===== src/verilog/mcp_pkg.sv =====
package mcp_pkg;

  // Clock and timing
  localparam int CLK_MHZ = 200;
  localparam int SETUP_NS = 10;
  localparam int STROBE_NS = 20;
  localparam int HOLD_LEVEL_NS = 500;
  localparam int HOLD_RESET_A_NS = 2000;
  localparam int HOLD_RESET_B_NS = 3000;
  localparam int SCLK_HALF_NS = 50;
  // Least times, rounded up to whole cycles
  localparam int SETUP_CYC = (SETUP_NS * CLK_MHZ + 999) / 1000;
  localparam int STROBE_CYC = (STROBE_NS * CLK_MHZ + 999) / 1000;
  localparam int HOLD_LEVEL_CYC = (HOLD_LEVEL_NS * CLK_MHZ + 999) / 1000;
  localparam int HOLD_RESET_A_CYC = (HOLD_RESET_A_NS * CLK_MHZ + 999) / 1000;
  localparam int HOLD_RESET_B_CYC = (HOLD_RESET_B_NS * CLK_MHZ + 999) / 1000;
  localparam int SCLK_HALF_CYC = (SCLK_HALF_NS * CLK_MHZ + 999) / 1000;
  localparam int TYPE_SETTLE_CYC = 3;

  // Array geometry
  localparam int NUM_BLOCKS = 16;
  localparam int ROWS_PER_BLOCK = 48;

  // Array type code of the short-hold waveform; value is arbitrary
  localparam logic [3:0] ARRAY_TYPE_A = 4'h5;

  // Driver output-count select codes
  localparam logic [1:0] MODE_SINGLE = 2'h0;
  localparam logic [1:0] MODE_PAIR = 2'h1;
  localparam logic [1:0] MODE_QUAD = 2'h2;
  localparam logic [1:0] MODE_GLOBAL = 2'h3;

  // Driver level select codes
  localparam logic [1:0] LVL_BIAS = 2'h0;
  localparam logic [1:0] LVL_OFFSET = 2'h1;
  localparam logic [1:0] LVL_RESET = 2'h2;

  // Register byte offsets
  localparam logic [7:0] REG_CTRL = 8'h00;
  localparam logic [7:0] REG_GO = 8'h04;
  localparam logic [7:0] REG_LOADED = 8'h08;
  localparam logic [7:0] REG_STATUS = 8'h0C;
  localparam logic [7:0] REG_CMD_TX = 8'h10;
  localparam logic [7:0] REG_CMD_RX = 8'h14;

  // Field positions
  localparam int CTRL_MODE_LSB = 0;
  localparam int CTRL_BLK_LSB = 2;
  localparam int CTRL_RELEASE_BIT = 6;
  localparam int CTRL_SETB_BIT = 7;
  localparam int GO_PULSE_BIT = 0;
  localparam int GO_CMD_BIT = 1;
  localparam int STAT_PULSE_BUSY_BIT = 0;
  localparam int STAT_CMD_BUSY_BIT = 1;
  localparam int STAT_IRQ_BIT = 2;
  localparam int STAT_REFUSED_BIT = 3;
  localparam int STAT_TYPE_LSB = 4;
  localparam int STAT_WAIT_LOAD_BIT = 8;
  localparam int STAT_TYPE_OK_BIT = 9;

  // Reset values
  localparam logic [7:0] CTRL_RST = 8'h00;
  localparam logic [7:0] CMD_TX_RST = 8'h00;
  localparam logic [15:0] LOADED_RST = 16'h0000;

  typedef enum logic [2:0] {
    ST_IDLE,
    ST_SETUP,
    ST_STROBE,
    ST_HOLD,
    ST_WAIT_LOAD
  } mcp_state_t;

endpackage


===== src/verilog/mcp_cmd_port.sv =====
`timescale 1ns/1ps
`default_nettype none

module mcp_cmd_port (
  // Clock and reset
  input wire logic clk,
  input wire logic reset,
  // Byte request
  input wire logic start,
  input wire logic [7:0] tx_byte,
  output logic busy,
  output logic done,
  output logic [7:0] rx_byte,
  // Serial lines, sdi already synchronised
  input wire logic sdi,
  output logic sclk,
  output logic sdo
);
  import mcp_pkg::*;

  typedef struct packed {
    logic [7:0] cnt;
    logic active;
    logic sclk;
    logic sdo;
    logic [7:0] tx;
    logic [7:0] rx;
    logic [2:0] bits;
    logic done;
  } mcp_port_state_t;

  mcp_port_state_t s_reg;
  mcp_port_state_t s_next;
  logic tick;

  assign tick = (s_reg.cnt == 8'(SCLK_HALF_CYC - 1));

  // Clock idles low; data changes on falling edge, sampled on rising edge.
  // The first tick after start gives half a period of data setup.
  always_comb begin
    s_next = s_reg;
    s_next.done = 1'b0;
    if (!s_reg.active) begin
      s_next.cnt = 8'h00;
      if (start) begin
        s_next.active = 1'b1;
        s_next.tx = tx_byte;
        s_next.sdo = tx_byte[7];
        s_next.bits = 3'h0;
        s_next.sclk = 1'b0;
      end
    end else begin
      s_next.cnt = tick ? 8'h00 : s_reg.cnt + 8'h01;
      if (tick) begin
        if (!s_reg.sclk) begin
          s_next.sclk = 1'b1;
          s_next.rx = {s_reg.rx[6:0], sdi};
        end else begin
          s_next.sclk = 1'b0;
          if (s_reg.bits == 3'h7) begin
            s_next.active = 1'b0;
            s_next.done = 1'b1;
            s_next.sdo = 1'b0;
          end else begin
            s_next.bits = s_reg.bits + 3'h1;
            s_next.tx = {s_reg.tx[6:0], 1'b0};
            s_next.sdo = s_reg.tx[6];
          end
        end
      end
    end
  end

  always_ff @(posedge clk) begin
    if (reset) begin
      s_reg <= '0;
    end else begin
      s_reg <= s_next;
    end
  end

  assign busy = s_reg.active;
  assign done = s_reg.done;
  assign rx_byte = s_reg.rx;
  assign sclk = s_reg.sclk;
  assign sdo = s_reg.sdo;

endmodule

`default_nettype wire


===== src/verilog/mcp_top.sv =====
// Contract
// - Commands to the pulse driver go over one full-duplex, byte-wide synchronous serial port.
// - The port has select, clock, data to driver, data from driver and interrupt request.
// - Select is active low, only while talking; separate selects for sets A and B.
// - Each set gets strobe, 2-bit output count, 2-bit level and 4-bit group address.
// - Controller orders waveform events on mode, level, address and times each with a strobe.
// - Controller detects the array type and picks the matching waveform.
// - A direct pulse starts only after the target blocks are fully loaded.
// - A pulse with release relaxes mirrors first, then latches after the load.
// - The array is handled as 16 blocks of 48 rows.
// - Four pulse modes: single, paired, quad and global.
// - Single mode resets any one block in any order.
// - Paired mode resets even-odd pairs 0-1 up to 14-15 in any order.
// - Quad mode resets groups 0-3 up to 12-15, addressed at random.
// - Global mode needs the whole array loaded, then resets all blocks together.
// - A status flag stands while a mirror reset sequence is in progress.
`timescale 1ns/1ps
`default_nettype none

module mcp_top (
  // Clock and reset
  input wire logic CLK_SYS,
  input wire logic RESET,
  // Avalon-MM slave
  input wire logic [7:0] AVS_ADDRESS,
  input wire logic AVS_READ,
  input wire logic AVS_WRITE,
  input wire logic [31:0] AVS_WRITEDATA,
  input wire logic [3:0] AVS_BYTEENABLE,
  output logic [31:0] AVS_READDATA,
  output logic AVS_WAITREQUEST,
  // Array type pins
  input wire logic [3:0] ARRAY_TYPE,
  // Serial command port
  output logic SET_A_PORT_SELECT_N,
  output logic SET_B_PORT_SELECT_N,
  output logic CMD_PORT_CLOCK,
  output logic CMD_PORT_DATA_IN,
  input wire logic CMD_PORT_DATA_OUT,
  input wire logic CMD_PORT_IRQ,
  // Driver control set A
  output logic SET_A_STROBE,
  output logic [1:0] SET_A_MODE,
  output logic [1:0] SET_A_LEVEL,
  output logic [3:0] SET_A_ADDR,
  // Driver control set B
  output logic SET_B_STROBE,
  output logic [1:0] SET_B_MODE,
  output logic [1:0] SET_B_LEVEL,
  output logic [3:0] SET_B_ADDR,
  // Status
  output logic RESET_ACTIVE
);
  import mcp_pkg::*;

  typedef struct packed {
    logic irq_s1;
    logic irq_s2;
    logic sdi_s1;
    logic sdi_s2;
    logic [3:0] type_s1;
    logic [3:0] type_s2;
    logic [3:0] type_cap;
    logic [1:0] type_age;
    logic type_ok;
    logic waitreq;
    logic [31:0] rdata;
    logic [7:0] ctrl;
    logic [7:0] cmd_tx;
    logic [15:0] loaded;
    logic refused;
    logic cmd_go;
    logic cs_a_n;
    logic cs_b_n;
    mcp_state_t st;
    logic [11:0] cnt;
    logic [1:0] lvl;
    logic release_on;
    logic [15:0] target;
    logic [1:0] mode_o;
    logic [3:0] addr_o;
    logic strobe;
    logic active;
  } mcp_top_state_t;

  mcp_top_state_t s_reg;
  mcp_top_state_t s_next;

  logic [1:0] ctrl_mode;
  logic [3:0] ctrl_blk;
  logic [3:0] grp_mask;
  logic [15:0] tmask;
  logic [31:0] wmask;
  logic [31:0] wd;
  logic wr_hit;
  logic rd_take;
  logic go_pulse;
  logic go_cmd;
  logic covered;
  logic [11:0] hold_cyc;
  logic port_busy;
  logic [7:0] port_rx;
  logic port_sclk;
  logic port_sdo;

  assign ctrl_mode = s_reg.ctrl[CTRL_MODE_LSB +: 2];
  assign ctrl_blk = s_reg.ctrl[CTRL_BLK_LSB +: 4];

  // group width per mode; global compares no address bits at all
  always_comb begin
    unique case (ctrl_mode)
      MODE_SINGLE: grp_mask = 4'hF;
      MODE_PAIR: grp_mask = 4'hE;
      MODE_QUAD: grp_mask = 4'hC;
      MODE_GLOBAL: grp_mask = 4'h0;
    endcase
  end

  // one target bit per block of the sixteen
  genvar gi;
  generate
    for (gi = 0; gi < NUM_BLOCKS; gi++) begin : g_target
      assign tmask[gi] = ((4'(gi) & grp_mask) == (ctrl_blk & grp_mask));
    end
  endgenerate

  // Byte lanes gate every write, including set and clear bits
  generate
    for (gi = 0; gi < 4; gi++) begin : g_lane
      assign wmask[gi*8 +: 8] = {8{AVS_BYTEENABLE[gi]}};
    end
  endgenerate

  assign wd = AVS_WRITEDATA & wmask;
  // A write acts only at the edge where waitrequest is seen low
  assign wr_hit = AVS_WRITE && !s_reg.waitreq;
  assign rd_take = AVS_READ && s_reg.waitreq;
  assign go_pulse = wr_hit && (AVS_ADDRESS == REG_GO) && wd[GO_PULSE_BIT];
  assign go_cmd = wr_hit && (AVS_ADDRESS == REG_GO) && wd[GO_CMD_BIT];
  assign covered = ((s_reg.loaded & s_reg.target) == s_reg.target);

  // reset-level hold chosen by the detected array type
  assign hold_cyc = (s_reg.lvl != LVL_RESET) ? 12'(HOLD_LEVEL_CYC) :
                    (s_reg.type_cap == ARRAY_TYPE_A) ? 12'(HOLD_RESET_A_CYC) : 12'(HOLD_RESET_B_CYC);

  always_comb begin
    s_next = s_reg;
    s_next.cmd_go = 1'b0;

    // Pins from outside pass two flops before use
    s_next.irq_s1 = CMD_PORT_IRQ;
    s_next.irq_s2 = s_reg.irq_s1;
    s_next.sdi_s1 = CMD_PORT_DATA_OUT;
    s_next.sdi_s2 = s_reg.sdi_s1;
    s_next.type_s1 = ARRAY_TYPE;
    s_next.type_s2 = s_reg.type_s1;

    // type captured once, after the synchroniser has settled
    if (!s_reg.type_ok) begin
      if (s_reg.type_age == 2'(TYPE_SETTLE_CYC)) begin
        s_next.type_cap = s_reg.type_s2;
        s_next.type_ok = 1'b1;
      end else begin
        s_next.type_age = s_reg.type_age + 2'h1;
      end
    end

    // Bus answer one cycle after the request, then back to waiting
    s_next.waitreq = !((AVS_READ || AVS_WRITE) && s_reg.waitreq);
    if (rd_take) begin
      s_next.rdata = 32'h0000_0000;
      unique case (AVS_ADDRESS)
        REG_CTRL: s_next.rdata[7:0] = s_reg.ctrl;
        REG_LOADED: s_next.rdata[15:0] = s_reg.loaded;
        REG_STATUS: begin
          // busy bit mirrors the sequence flag
          s_next.rdata[STAT_PULSE_BUSY_BIT] = s_reg.active;
          s_next.rdata[STAT_CMD_BUSY_BIT] = port_busy || s_reg.cmd_go;
          // interrupt request level from the driver
          s_next.rdata[STAT_IRQ_BIT] = s_reg.irq_s2;
          s_next.rdata[STAT_REFUSED_BIT] = s_reg.refused;
          s_next.rdata[STAT_TYPE_LSB +: 4] = s_reg.type_cap;
          s_next.rdata[STAT_WAIT_LOAD_BIT] = (s_reg.st == ST_WAIT_LOAD);
          s_next.rdata[STAT_TYPE_OK_BIT] = s_reg.type_ok;
        end
        REG_CMD_TX: s_next.rdata[7:0] = s_reg.cmd_tx;
        REG_CMD_RX: s_next.rdata[7:0] = port_rx;
        default: s_next.rdata = 32'h0000_0000;
      endcase
    end

    if (wr_hit && AVS_ADDRESS == REG_CTRL) begin
      s_next.ctrl = (s_reg.ctrl & ~wmask[7:0]) | wd[7:0];
    end
    if (wr_hit && AVS_ADDRESS == REG_CMD_TX) begin
      s_next.cmd_tx = (s_reg.cmd_tx & ~wmask[7:0]) | wd[7:0];
    end
    if (wr_hit && AVS_ADDRESS == REG_STATUS && wd[STAT_REFUSED_BIT]) begin
      s_next.refused = 1'b0;
    end

    // one byte per start; a start while busy is refused
    if (go_cmd) begin
      if (port_busy || s_reg.cmd_go) begin
        s_next.refused = 1'b1;
      end else begin
        s_next.cmd_go = 1'b1;
      end
    end
    // select low only for the chosen set while a byte is on the wire
    s_next.cs_a_n = !((port_busy || s_reg.cmd_go) && !s_reg.ctrl[CTRL_SETB_BIT]);
    s_next.cs_b_n = !((port_busy || s_reg.cmd_go) && s_reg.ctrl[CTRL_SETB_BIT]);

    // each event: set lines, wait setup, strobe, hold
    unique case (s_reg.st)
      ST_IDLE: begin
        if (go_pulse) begin
          // direct pulse refused unless every target block is loaded
          if (!s_reg.type_ok || (!s_reg.ctrl[CTRL_RELEASE_BIT] && ((s_reg.loaded & tmask) != tmask))) begin
            s_next.refused = 1'b1;
          end else begin
            // any block or group in any order
            s_next.target = tmask;
            s_next.mode_o = ctrl_mode;
            // pair address has bit 0 cleared; quad address bits 1:0 cleared
            s_next.addr_o = ctrl_blk & grp_mask;
            s_next.release_on = s_reg.ctrl[CTRL_RELEASE_BIT];
            s_next.lvl = LVL_RESET;
            s_next.cnt = 12'h000;
            s_next.active = 1'b1;
            s_next.st = ST_SETUP;
          end
        end
      end
      ST_SETUP: begin
        if (s_reg.cnt == 12'(SETUP_CYC - 1)) begin
          s_next.cnt = 12'h000;
          s_next.strobe = 1'b1;
          s_next.st = ST_STROBE;
        end else begin
          s_next.cnt = s_reg.cnt + 12'h001;
        end
      end
      ST_STROBE: begin
        if (s_reg.cnt == 12'(STROBE_CYC - 1)) begin
          s_next.cnt = 12'h000;
          s_next.strobe = 1'b0;
          s_next.st = ST_HOLD;
        end else begin
          s_next.cnt = s_reg.cnt + 12'h001;
        end
      end
      ST_HOLD: begin
        if (s_reg.cnt >= hold_cyc - 12'h001) begin
          s_next.cnt = 12'h000;
          if (s_reg.lvl == LVL_RESET) begin
            // release relaxes on offset; direct goes straight to bias
            s_next.lvl = s_reg.release_on ? LVL_OFFSET : LVL_BIAS;
            s_next.st = ST_SETUP;
          end else if (s_reg.lvl == LVL_OFFSET) begin
            s_next.st = ST_WAIT_LOAD;
          end else begin
            // loaded data consumed by the reset
            s_next.loaded = s_reg.loaded & ~s_reg.target;
            s_next.active = 1'b0;
            s_next.st = ST_IDLE;
          end
        end else begin
          s_next.cnt = s_reg.cnt + 12'h001;
        end
      end
      ST_WAIT_LOAD: begin
        // latch only once the new data is in
        if (covered) begin
          s_next.lvl = LVL_BIAS;
          s_next.st = ST_SETUP;
        end
      end
    endcase

    // Software marks blocks loaded; a set in the clearing cycle wins
    if (wr_hit && AVS_ADDRESS == REG_LOADED) begin
      s_next.loaded = s_next.loaded | wd[15:0];
    end
    // Refusal raised in the clearing cycle is kept
    if (go_pulse && s_reg.st == ST_IDLE && s_next.st == ST_IDLE) begin
      s_next.refused = 1'b1;
    end
    if (go_pulse && s_reg.st != ST_IDLE) begin
      s_next.refused = 1'b1;
    end
  end

  always_ff @(posedge CLK_SYS) begin
    if (RESET) begin
      s_reg <= '0;
      s_reg.waitreq <= 1'b1;
      s_reg.ctrl <= CTRL_RST;
      s_reg.cmd_tx <= CMD_TX_RST;
      s_reg.loaded <= LOADED_RST;
      s_reg.cs_a_n <= 1'b1;
      s_reg.cs_b_n <= 1'b1;
      s_reg.st <= ST_IDLE;
      s_reg.lvl <= LVL_BIAS;
    end else begin
      s_reg <= s_next;
    end
  end

  // byte shifter on the single shared serial bus
  mcp_cmd_port u_port (
    .clk(CLK_SYS),
    .reset(RESET),
    .start(s_reg.cmd_go),
    .tx_byte(s_reg.cmd_tx),
    .busy(port_busy),
    .done(),
    .rx_byte(port_rx),
    .sdi(s_reg.sdi_s2),
    .sclk(port_sclk),
    .sdo(port_sdo)
  );

  assign AVS_READDATA = s_reg.rdata;
  assign AVS_WAITREQUEST = s_reg.waitreq;
  // six-line port: two selects, clock, two data lines, irq input
  assign SET_A_PORT_SELECT_N = s_reg.cs_a_n;
  assign SET_B_PORT_SELECT_N = s_reg.cs_b_n;
  assign CMD_PORT_CLOCK = port_sclk;
  assign CMD_PORT_DATA_IN = port_sdo;
  // both sets carry the same waveform so either driver position works
  assign SET_A_STROBE = s_reg.strobe;
  assign SET_A_MODE = s_reg.mode_o;
  assign SET_A_LEVEL = s_reg.lvl;
  assign SET_A_ADDR = s_reg.addr_o;
  assign SET_B_STROBE = s_reg.strobe;
  assign SET_B_MODE = s_reg.mode_o;
  assign SET_B_LEVEL = s_reg.lvl;
  assign SET_B_ADDR = s_reg.addr_o;
  assign RESET_ACTIVE = s_reg.active;

endmodule

`default_nettype wire


===== config.mk =====
export PLATFORM = sky130hd
export DESIGN_NAME = mcp_top
export DESIGN_NICKNAME = d
export VERILOG_FILES = /design/src/verilog/mcp_pkg.sv /design/src/verilog/mcp_cmd_port.sv /design/src/verilog/mcp_top.sv
export SDC_FILE = /design/constraint.sdc
export NUM_CORES = 1
export LEC_CHECK = 0
export ABC_CLOCK_PERIOD_IN_PS = 4900
export BUFFER_PORTS_ARGS = -buffer_cell sky130_fd_sc_hd__buf_2
export CAP_MARGIN = 15
export CORE_UTILIZATION = 30
export CTS_CLUSTER_DIAMETER = 30
export CTS_CLUSTER_SIZE = 14
export DETAILED_ROUTE_END_ITERATION = 6
export PLACE_DENSITY_LB_ADDON = 0.2
export REMOVE_ABC_BUFFERS = 1
export SYNTH_ARGS = -nofsm -noshare
export SYNTH_HDL_FRONTEND = slang
export SYNTH_SLANG_ARGS = --single-unit

===== constraint.sdc =====
create_clock -name CLK_SYS -period 4.9 [get_ports CLK_SYS]
set_input_delay 0.735 -clock CLK_SYS [delete_from_list [all_inputs] [get_ports CLK_SYS]]
set_output_delay 0.735 -clock CLK_SYS [all_outputs]
set_load 0.02 [all_outputs]

Yosys cells after proc, flatten, opt, wreduce, memory -nomap -nowiden
Index checks and enable logic that the tools add are counted.

operators by class
  add/sub/neg operators = 5
  reduce and logical (&&, ||, !) cells = 51
  magnitude comparators = 1
  mux-type cells = 64
  bitwise operators = 18
  equality and inequality tests = 50

operators with widths
  cell                  count
  $mux W16              5
  $mux W40              2
  $and A16 B16 Y16      4
  $pmux W12 S4          1
  $pmux W8 S5           1
  $mux W12              3
  $eq A4 B4 Y1          8
  $mux W3               9
  $ne A2 B2 Y1 const B  13
  $eq A8 B4 Y1 const B  3
  $mux W1               23
  $mux W23              1
  $mux W11              2
  $mux W10              2
  $logic_and A1 B1 Y1   17
  $and A8 B8 Y8         2
  $eq A16 B16 Y1        1
  $eq A3 B4 Y1          4
  $eq A8 B5 Y1 const B  2
  $mux W8               2
  $ne A16 B16 Y1        1
  $not A16 Y16          1
  $or A16 B16 Y16       1
  $or A8 B8 Y8          2
  other kinds (44)      79

storage, ports and cells
  logic and storage cells = 223
  input port bits = 54
  flip-flop bits (word level) = 143

Logic depth before layout (Yosys ltp)
Gate-level depths: netlist of the first run.

  word-level depth = 15
  gate-level depth with buffers = 13
  depth with buffers taken out = 11

By module
Synthesis of the first run repeated with hierarchy kept, for this count alone.

second synthesis, totals
  cell total of the unflattened synthesis = 880
  area, all modules = 7468.4 um^2

modules (own cells, without submodules)
  module        instances  seq. area each (um^2)  cells each  area each (um^2)
  mcp_top       1          2282.2                 720         6003.3
  mcp_cmd_port  1          600.6                  160         1465.2

Worst setup path before layout of the first run
No wires, ideal clock.

  path kind = register to register
  from = register, netlist name s_reg[117]
  to = register s_reg[23] (netlist name)
  period minus slack after synthesis = 2.999 ns
  path slack = 1.901 ns
  buffers on the path = 2
  arrival time = 2.877 ns
  stages on the path, launching flop included = 14
  path through = dfxtp_1 nand4bb_1 or2_2 inv_1 ha_1 o21ai_0 o211ai_1 o211a_1 nor3_1 o21bai_4 a211o_1 buf_6 buf_8 mux2_4

RTL lines
  item                  RTL line        RTL
  to (signal assigned)  mcp_top.sv:306  s_reg <= s_next;
  to (decl)             mcp_top.sv:86   mcp_top_state_t s_reg;

Final worst setup path of the first run
  from = register s_reg[117] (netlist name)
  to = register s_reg[45] (netlist name)

on the way
  word-level cells in the longest chain between the ends = 11

ends and longest elaborated chain
  item                 RTL line        RTL
  $eq A4 B3 Y1         mcp_top.sv:144  (s_reg.type_cap == ARRAY_TYPE_A) ? 12'(HOLD_RESET_A_CYC) : 12'(HOLD_RESET_B_CYC);
  $mux W10             mcp_top.sv:144
  $mux W10             mcp_top.sv:143  assign hold_cyc = (s_reg.lvl != LVL_RESET) ? 12'(HOLD_LEVEL_CYC) :
  $sub A10 B1 Y11      mcp_top.sv:254  if (s_reg.cnt >= hold_cyc - 12'h001) begin
  $ge A12 B12 Y1       mcp_top.sv:254
  $mux W3              mcp_top.sv:254
  $pmux W3 S5          mcp_top.sv:215  unique case (s_reg.st)
  $logic_not A3 Y1     mcp_top.sv:286  if (go_pulse && s_reg.st == ST_IDLE && s_next.st == ST_IDLE) begin
  $logic_and A1 B1 Y1  mcp_top.sv:286
  $mux W1              mcp_top.sv:286
  $mux W1              mcp_top.sv:289  if (go_pulse && s_reg.st != ST_IDLE) begin

No other way between the ends.
A chain may end at the register's enable or synchronous reset.

==> summary.txt, run 1 <==
Floorplan
  – Die ar.: 25,600 µm²
  – Io pins: 110
  – Core Area: 24,400 µm²
  – Starting Density: 30.7%
  – Die Width: 160 µm
  – Die height: 160 µm
  – Row count: 57

CTS
  – Hold_buf cts: 0
  – # H-tree levels: 4
  – Insertion delay to the later sink of the worst-skew pair: around 0.43 ns
  – Clk sinks: approximately 140
  – CTS tree: yes
  – Clock root buffer: clkbuf_16
  – CTS Buf Count: 17
  – Reg clk slew, reported paths: 0.07 ns
  – Post-CTS Setup Inserts: 0
  – Resize count post-CTS: 0
  – Clk buf depth: 2

Logic synthesis
  – Most used DFF post-synth: dfxtp_1
  – Synth top area share: about two fifths
  – Synth unique cells: 81
  – Mapped Cells: between 900 and 1,000
  – Synth Area in XOR/XNOR: 0.936%
  – Async SR Flop Fraction: 0%
  – Count leader, synth: dfxtp_1
  – Yosys warns: 0
  – Synth Cell Area: approximately 7500 µm²
  – Syn Area/Cell: 8.20 µm²
  – Seq/Total Area, Yosys: around two fifths
  – Synth area leaders: dfxtp_1 38%, nand2_1 6.3%, a21oi_1 5.5%, buf_4 5.0%, nor2b_1 3.8%
  – Yosys reg bits: 143
  – Largest family of logic cells by synthesized area: simple AND/OR/NAND/NOR gates
  – Post-synthesis compound-gate area fraction: about 17%
  – Post-synth EDFFs: 0
  – Post-synth top cells: 143 x dfxtp_1, 126 x nand2_1, 83 x a21oi_1
  – Mux cell area share after synthesis: 5.90%
  – Post-Synth Adder-Cell Area: under 10%
  – Post-synthesis simple-gate area fraction: 26.6%
  – Yosys top cell by area: dfxtp_1

Routing
  – Final ANT Viol Nets: 0
  – Wire length per cell: ~16 µm
  – Vias: 6,345
  – DRC viols: 0
  – TritonRoute pass-1 iters: 5
  – Drt via density: 5.00
  – Final wirelength: 20.7 mm
  – Initial DRC Count: 320

STA
  – Final hold violations: 0
  – Final min period: 3.63 ns
  – # setup viols final: 0
  – RSZ-0062 raised after global routing: false
  – Max frequency: ~280 MHz
  – Period utilisation layout: 74.0%
  – Total negative setup slack: 0 ns
  – Tightest Pin Transition: 0.872 ns
  – Final worst slack: 1.27 ns
  – Clock Skews: 0.0125 ns
  – Max Slew Vio Count: 0
  – Slew HR: 41.9%

Global routing
  – Largest net degree at the start of global routing: 74
  – Total congestion overflow: 0
  – Antenna violations before repair: 0
  – First-pass GRT wire length: 33.2 mm
  – Vias in the first global route: 6,049
  – Total GRT Usage: 16.5%

Worst setup path
  – Crit-path max FO: 17
  – CP Launch Type: flop
  – CP Class: reg2reg
  – CP required: 5.23 ns
  – CP endpoint kind: flop
  – CP arrival: 3.96 ns

Placed design
  – Port Buf Inserts: 75
  – Post-DP HPWL: 14.5 mm
  – Pre-CTS WS: 1.24 ns
  – GPL Wtd Cong: slightly below 0.8

Status
  – Status: complete, no violations

Cells and area
  – Diode count: 0
  – Synth-to-Final Area Change: 12.2%
  – Fin nets: 1,000
  – Filler cells: between 2,000 and 3,000
  – Share of layout cells above drive strength 1: 16.4%
  – Final Util: around a third

Power and ir drop
  – VDD IR-drop max: 0.000197 V
  – Leakage: approximately 3.1 nW
  – Pwr per Cell Area: 322 nW/µm²

Hold path
  – Worst hold-check path type: reg2reg

Flow run
  – Max_cap viols: 0
-- final timing paths --
kind	startpoint	endpoint	slack, ns	depth (start not counted)
hold reg to reg	s_reg[126]$_SDFF_PP0_	u_port.rx_byte[0]$_SDFFE_PP0P_	0.44	2
setup reg to reg	s_reg[117]$_SDFFE_PP0P_	s_reg[45]$_SDFF_PP0_	1.27	12
setup / recovery	s_reg[117]$_SDFFE_PP0P_	s_reg[45]$_SDFF_PP0_	1.27	12
hold / removal	s_reg[126]$_SDFF_PP0_	u_port.rx_byte[0]$_SDFFE_PP0P_	0.44	2
-- area by class of cell --
cell class	instances	area, µm²	area share [%]
multi-input combinational	667	4000	47.6
sequential	143	2860	34.1
timing repair buffer	85	453	5.39
clock buffer	19	433	5.15
tap	324	405	4.83
clock inverter	13	180	2.15
inverter	17	63.8	0.760
-- routing by layer --
layer | routed length [µm] | vias up | track usage (%)
met5 | 0 | - | 0
met4 | 316 | 0 | 5.11
met3 | 981 | 18 | 3.22
met2 | 9280 | 157 | 26.2
met1 | 10200 | 2987 | 22.4
li1 | - | 3183 | -
-- cells by family after synthesis --
logic type | count (synthesis)
AOI/OAI and AO/OA | 191
xor gates and xnor gates | 8
adders and majority gates | 15
buffers and inverters | 118
DFF | 143
muxes | 42
other | 1
and+or+nand+nor | 395
-- critical path, cell delays in order, from the launching register on --
cell	delay, ns
dfxtp_1	0.32
nand4bb_1	0.32
or2_2	0.37
inv_1	0.06
ha_1	0.23
o21ai_0	0.16
o211ai_1	0.14
o211a_1	0.25
nor3_1	0.37
o21bai_4	0.11
a211o_1	0.64
buf_4	0.31
a41o_1	0.23
-- cells in the final DEF (no fill, tap or decap), drive strengths merged, types with 16 or more instances in the layout --
| cell | count |
|---|---|
| buf | 85 |
| nor3 | 32 |
| inv | 21 |
| a21oi | 85 |
| nand3 | 40 |
| o21ai | 27 |
| nor2b | 47 |
| dfxtp | 143 |
| conb | 16 |
| a31oi | 17 |
| clkbuf | 19 |
| nand2 | 128 |
| mux2i | 28 |
| nor2 | 70 |
-- per-stage QoR --
step,std cells,hold WS (ns),total power [mW],area (µm²)
2_1_floorplan,827,0.379,1.28,6930
3_3_place_gp,1236,0.420,1.35,7790
3_5_place_dp,1236,0.425,1.35,7790
4_1_cts,1268,0.439,2.74,8400
5_1_grt,1268,0.447,2.81,8400
6_report,1268,0.435,2.71,8400
-- power by group --
group / total [mW] / switching (mW) / leakage [nW] / internal [mW]
Sequential: 1.19 / 0.0134 / 1.16 / 1.18
Combinational: 0.130 / 0.0887 / 1.64 / 0.0412
Clock: 1.38 / 0.567 / 0.293 / 0.815
Total: 2.71 / 0.669 / 3.09 / 2.04
Power figures use the tool's default switching activity.
==> run 2: changes to the inputs <==
--- a/config.mk
+++ b/config.mk
@@ -5,7 +5,7 @@
 export SDC_FILE = /design/constraint.sdc
 export NUM_CORES = 1
 export LEC_CHECK = 0
-export ABC_CLOCK_PERIOD_IN_PS = 4900
+export ABC_CLOCK_PERIOD_IN_PS = 3650
 export BUFFER_PORTS_ARGS = -buffer_cell sky130_fd_sc_hd__buf_2
 export CAP_MARGIN = 15
 export CORE_UTILIZATION = 30
==> constraint.sdc (replaced) <==
create_clock -name CLK_SYS -period 3.65 [get_ports CLK_SYS]
set_input_delay 0.5475 -clock CLK_SYS [delete_from_list [all_inputs] [get_ports CLK_SYS]]
set_output_delay 0.5475 -clock CLK_SYS [all_outputs]
set_load 0.02 [all_outputs]
==> run 2 against run 1 <==
  * Utilization increased by 0.25 points
  * Cell count up 0.95%
  * Maximum frequency rose by 11%
  * Combinational power grew 37%
  * Sequential share of layout area is 0.24 points lower
  * Critical path type unchanged
  * Cell area up 0.71%
  * Die area is the same
  * Largest cell class unchanged
  * Worst setup slack got worse by 0.88 ns
  * Flip-flop and latch count stayed put
  * Non-clock buffer count is 12 higher
  * Global-route usage rose by 0.19 points
  * Clock power increased by 25%
==> summary.txt, run 2 (synthesis results as in run 1) <==
Routing
  – TritonRoute pass-1 iters: 7
  – Initial DRC Count: 520
  – DRC viols: 0
  – Drt via density: 4.95
  – Vias: 6,336
  – Wire length per cell: about 17 µm
  – Final ANT Viol Nets: 0
  – Final wirelength: 21.2 mm

Hold path
  – Min-delay src: CMD_PORT_DATA_OUT
  – Worst hold-check path type: in2reg
  – Hold Path Depth: 2
  – Hold-critical path endpoint: s_next[126]$_SDFF_PP0_

Power and ir drop
  – Power Total: approximately 3.5 mW
  – Net switching power: 897 µW
  – Total internal power: 2.62 mW
  – Clock power share: approximately half
  – VDD IR-drop max: 0.000220 V
  – Pwr per Cell Area: 415 nW/µm²
  – Comb power frac: slightly above 5%
  – Leakage: 3.14 nW
  – Flop pwr share: 45.6%
  – Sw Ratio: 25.5%

Cells and area
  – Final Util: between 30% and 40%
  – Share of layout cells above drive strength 1: 17.6%
  – Synth-to-Final Area Change: 13.0%
  – Most common cell after layout, fill and taps aside: dfxtp_1
  – Diode count: 0
  – Final Cell Area: 8460 µm²
  – Fin nets: 1,012
  – Commonest cells after routing, fill and taps aside: 143 x dfxtp_1, 126 x nand2_1, 83 x a21oi_1

Floorplan
  – Row count: 57
  – Die height: roughly 160 µm
  – Io pins: 110
  – Die ar.: between 20,000 and 30,000 µm²
  – Die Width: 160 µm
  – Starting Density: 30.7%
  – Core Area: 24,400 µm²

Worst setup path
  – Crit-path max FO: 18
  – CP required: 3.97 ns
  – Crit path launch: s_reg[117]$_SDFFE_PP0P_
  – CP Class: reg2reg
  – Internal reg-to-reg setup slack: 0.40 ns
  – CP arrival: 3.57 ns
  – FF-to-FF End: s_reg[23]$_SDFFE_PP0P_
  – CP Launch Type: flop
  – CP endpoint kind: flop
  – Crit Reg-Reg Startpoint: s_reg[117]$_SDFFE_PP0P_
  – Reg2reg path depth: 12

STA
  – Period utilisation layout: 89.1%
  – Max Slew Vio Count: 0
  – Final min period: 3.25 ns
  – Tightest Pin Transition: 0.883 ns
  – RSZ-0062 raised after global routing: false
  – Slew HR: 41.1%
  – Final hold violations: 0
  – Total negative setup slack: 0 ns
  – Max frequency: roughly 310 MHz
  – Clock Skews: 0.0103 ns
  – # setup viols final: 0
  – Worst hold margin: 0.322 ns

Flow run
  – Max_cap viols: 0

Status
  – Status: complete, no violations

CTS
  – Clk sinks: ~140
  – CTS Buf Count: 17
  – Insertion delay to the later sink of the worst-skew pair: 0.43 ns
  – # H-tree levels: 4
  – Post-CTS Setup Inserts: 0
  – Resize count post-CTS: 0
  – CTS tree: yes
  – Clock root buffer: clkbuf_16
  – Hold_buf cts: 0
  – Clk buf depth: 2
  – Reg clk slew, reported paths: ~0.070 ns

Global routing
  – First-pass GRT wire length: 33.1 mm
  – Antenna violations before repair: 0
  – Total congestion overflow: 0
  – Total GRT Usage: 16.7%
  – Largest net degree at the start of global routing: 81
  – Vias in the first global route: 5,806

Placed design
  – GPL Wtd Cong: 0.797
  – Port Buf Inserts: 75
  – Post-DP HPWL: roughly 15 mm
  – Placed cell areas: 7890 µm²
## run 2: layout make-up
type,count,area [µm²]
Fill cell,2639,15900
Clock buffer,19,443
Timing Repair Buffer,97,556
Inverter,17,63.8
Sequential cell,143,2860
Multi-Input combinational cell,667,4000
Tap cell,324,405
Clock inverter,13,128
## run 2: metal layers
layer | up-vias | track usage, % | routed length [µm]
li1 | 3201 | - | -
met1 | 2971 | 22.8 | 10500
met4 | 0 | 5.06 | 234
met2 | 146 | 26.8 | 9760
met5 | - | 0 | 0
met3 | 18 | 2.65 | 761
## run 2: worst max-delay path by stage
stage	endpoint	slack [ns]	depth (start not counted)
3_3_place_gp	s_reg[23]$_SDFFE_PP0P_	0.43	12
2_1_floorplan	s_reg[23]$_SDFFE_PP0P_	0.34	11
4_1_cts	s_reg[23]$_SDFFE_PP0P_	0.37	12
3_5_place_dp	s_reg[23]$_SDFFE_PP0P_	0.40	12
6_report	s_reg[23]$_SDFFE_PP0P_	0.40	12
5_1_grt	SET_A_MODE[1]$_SDFFE_PP0P_	0.21	11
## run 2: worst max-delay path, cell delays in order, from the launching register on
cell	delay, ns
dfxtp_1	0.32
nand4bb_1	0.29
or2_2	0.36
inv_1	0.06
ha_1	0.23
o21ai_0	0.16
o211ai_1	0.14
o211a_1	0.24
nor3_1	0.40
o21bai_4	0.11
a211o_1	0.36
buf_12	0.18
mux2_4	0.29
## run 2: per-stage QoR
step | cells | worst slack [ns]
2_1_floorplan | 827 | 0.335
3_3_place_gp | 1248 | 0.433
3_5_place_dp | 1248 | 0.396
4_1_cts | 1280 | 0.374
5_1_grt | 1280 | 0.212
6_report | 1280 | 0.397
## run 2: power groups by stage
| stage | clock (mW) | sequential [mW] | combinational, mW |
|---|---|---|---|
| after floorplan | 0 | 1.64 | 0.0827 |
| after global placement | 0 | 1.64 | 0.179 |
| after detailed placement | 0 | 1.64 | 0.180 |
| after CTS | 1.78 | 1.60 | 0.181 |
| after global routing | 1.84 | 1.60 | 0.197 |
| final | 1.73 | 1.60 | 0.178 |
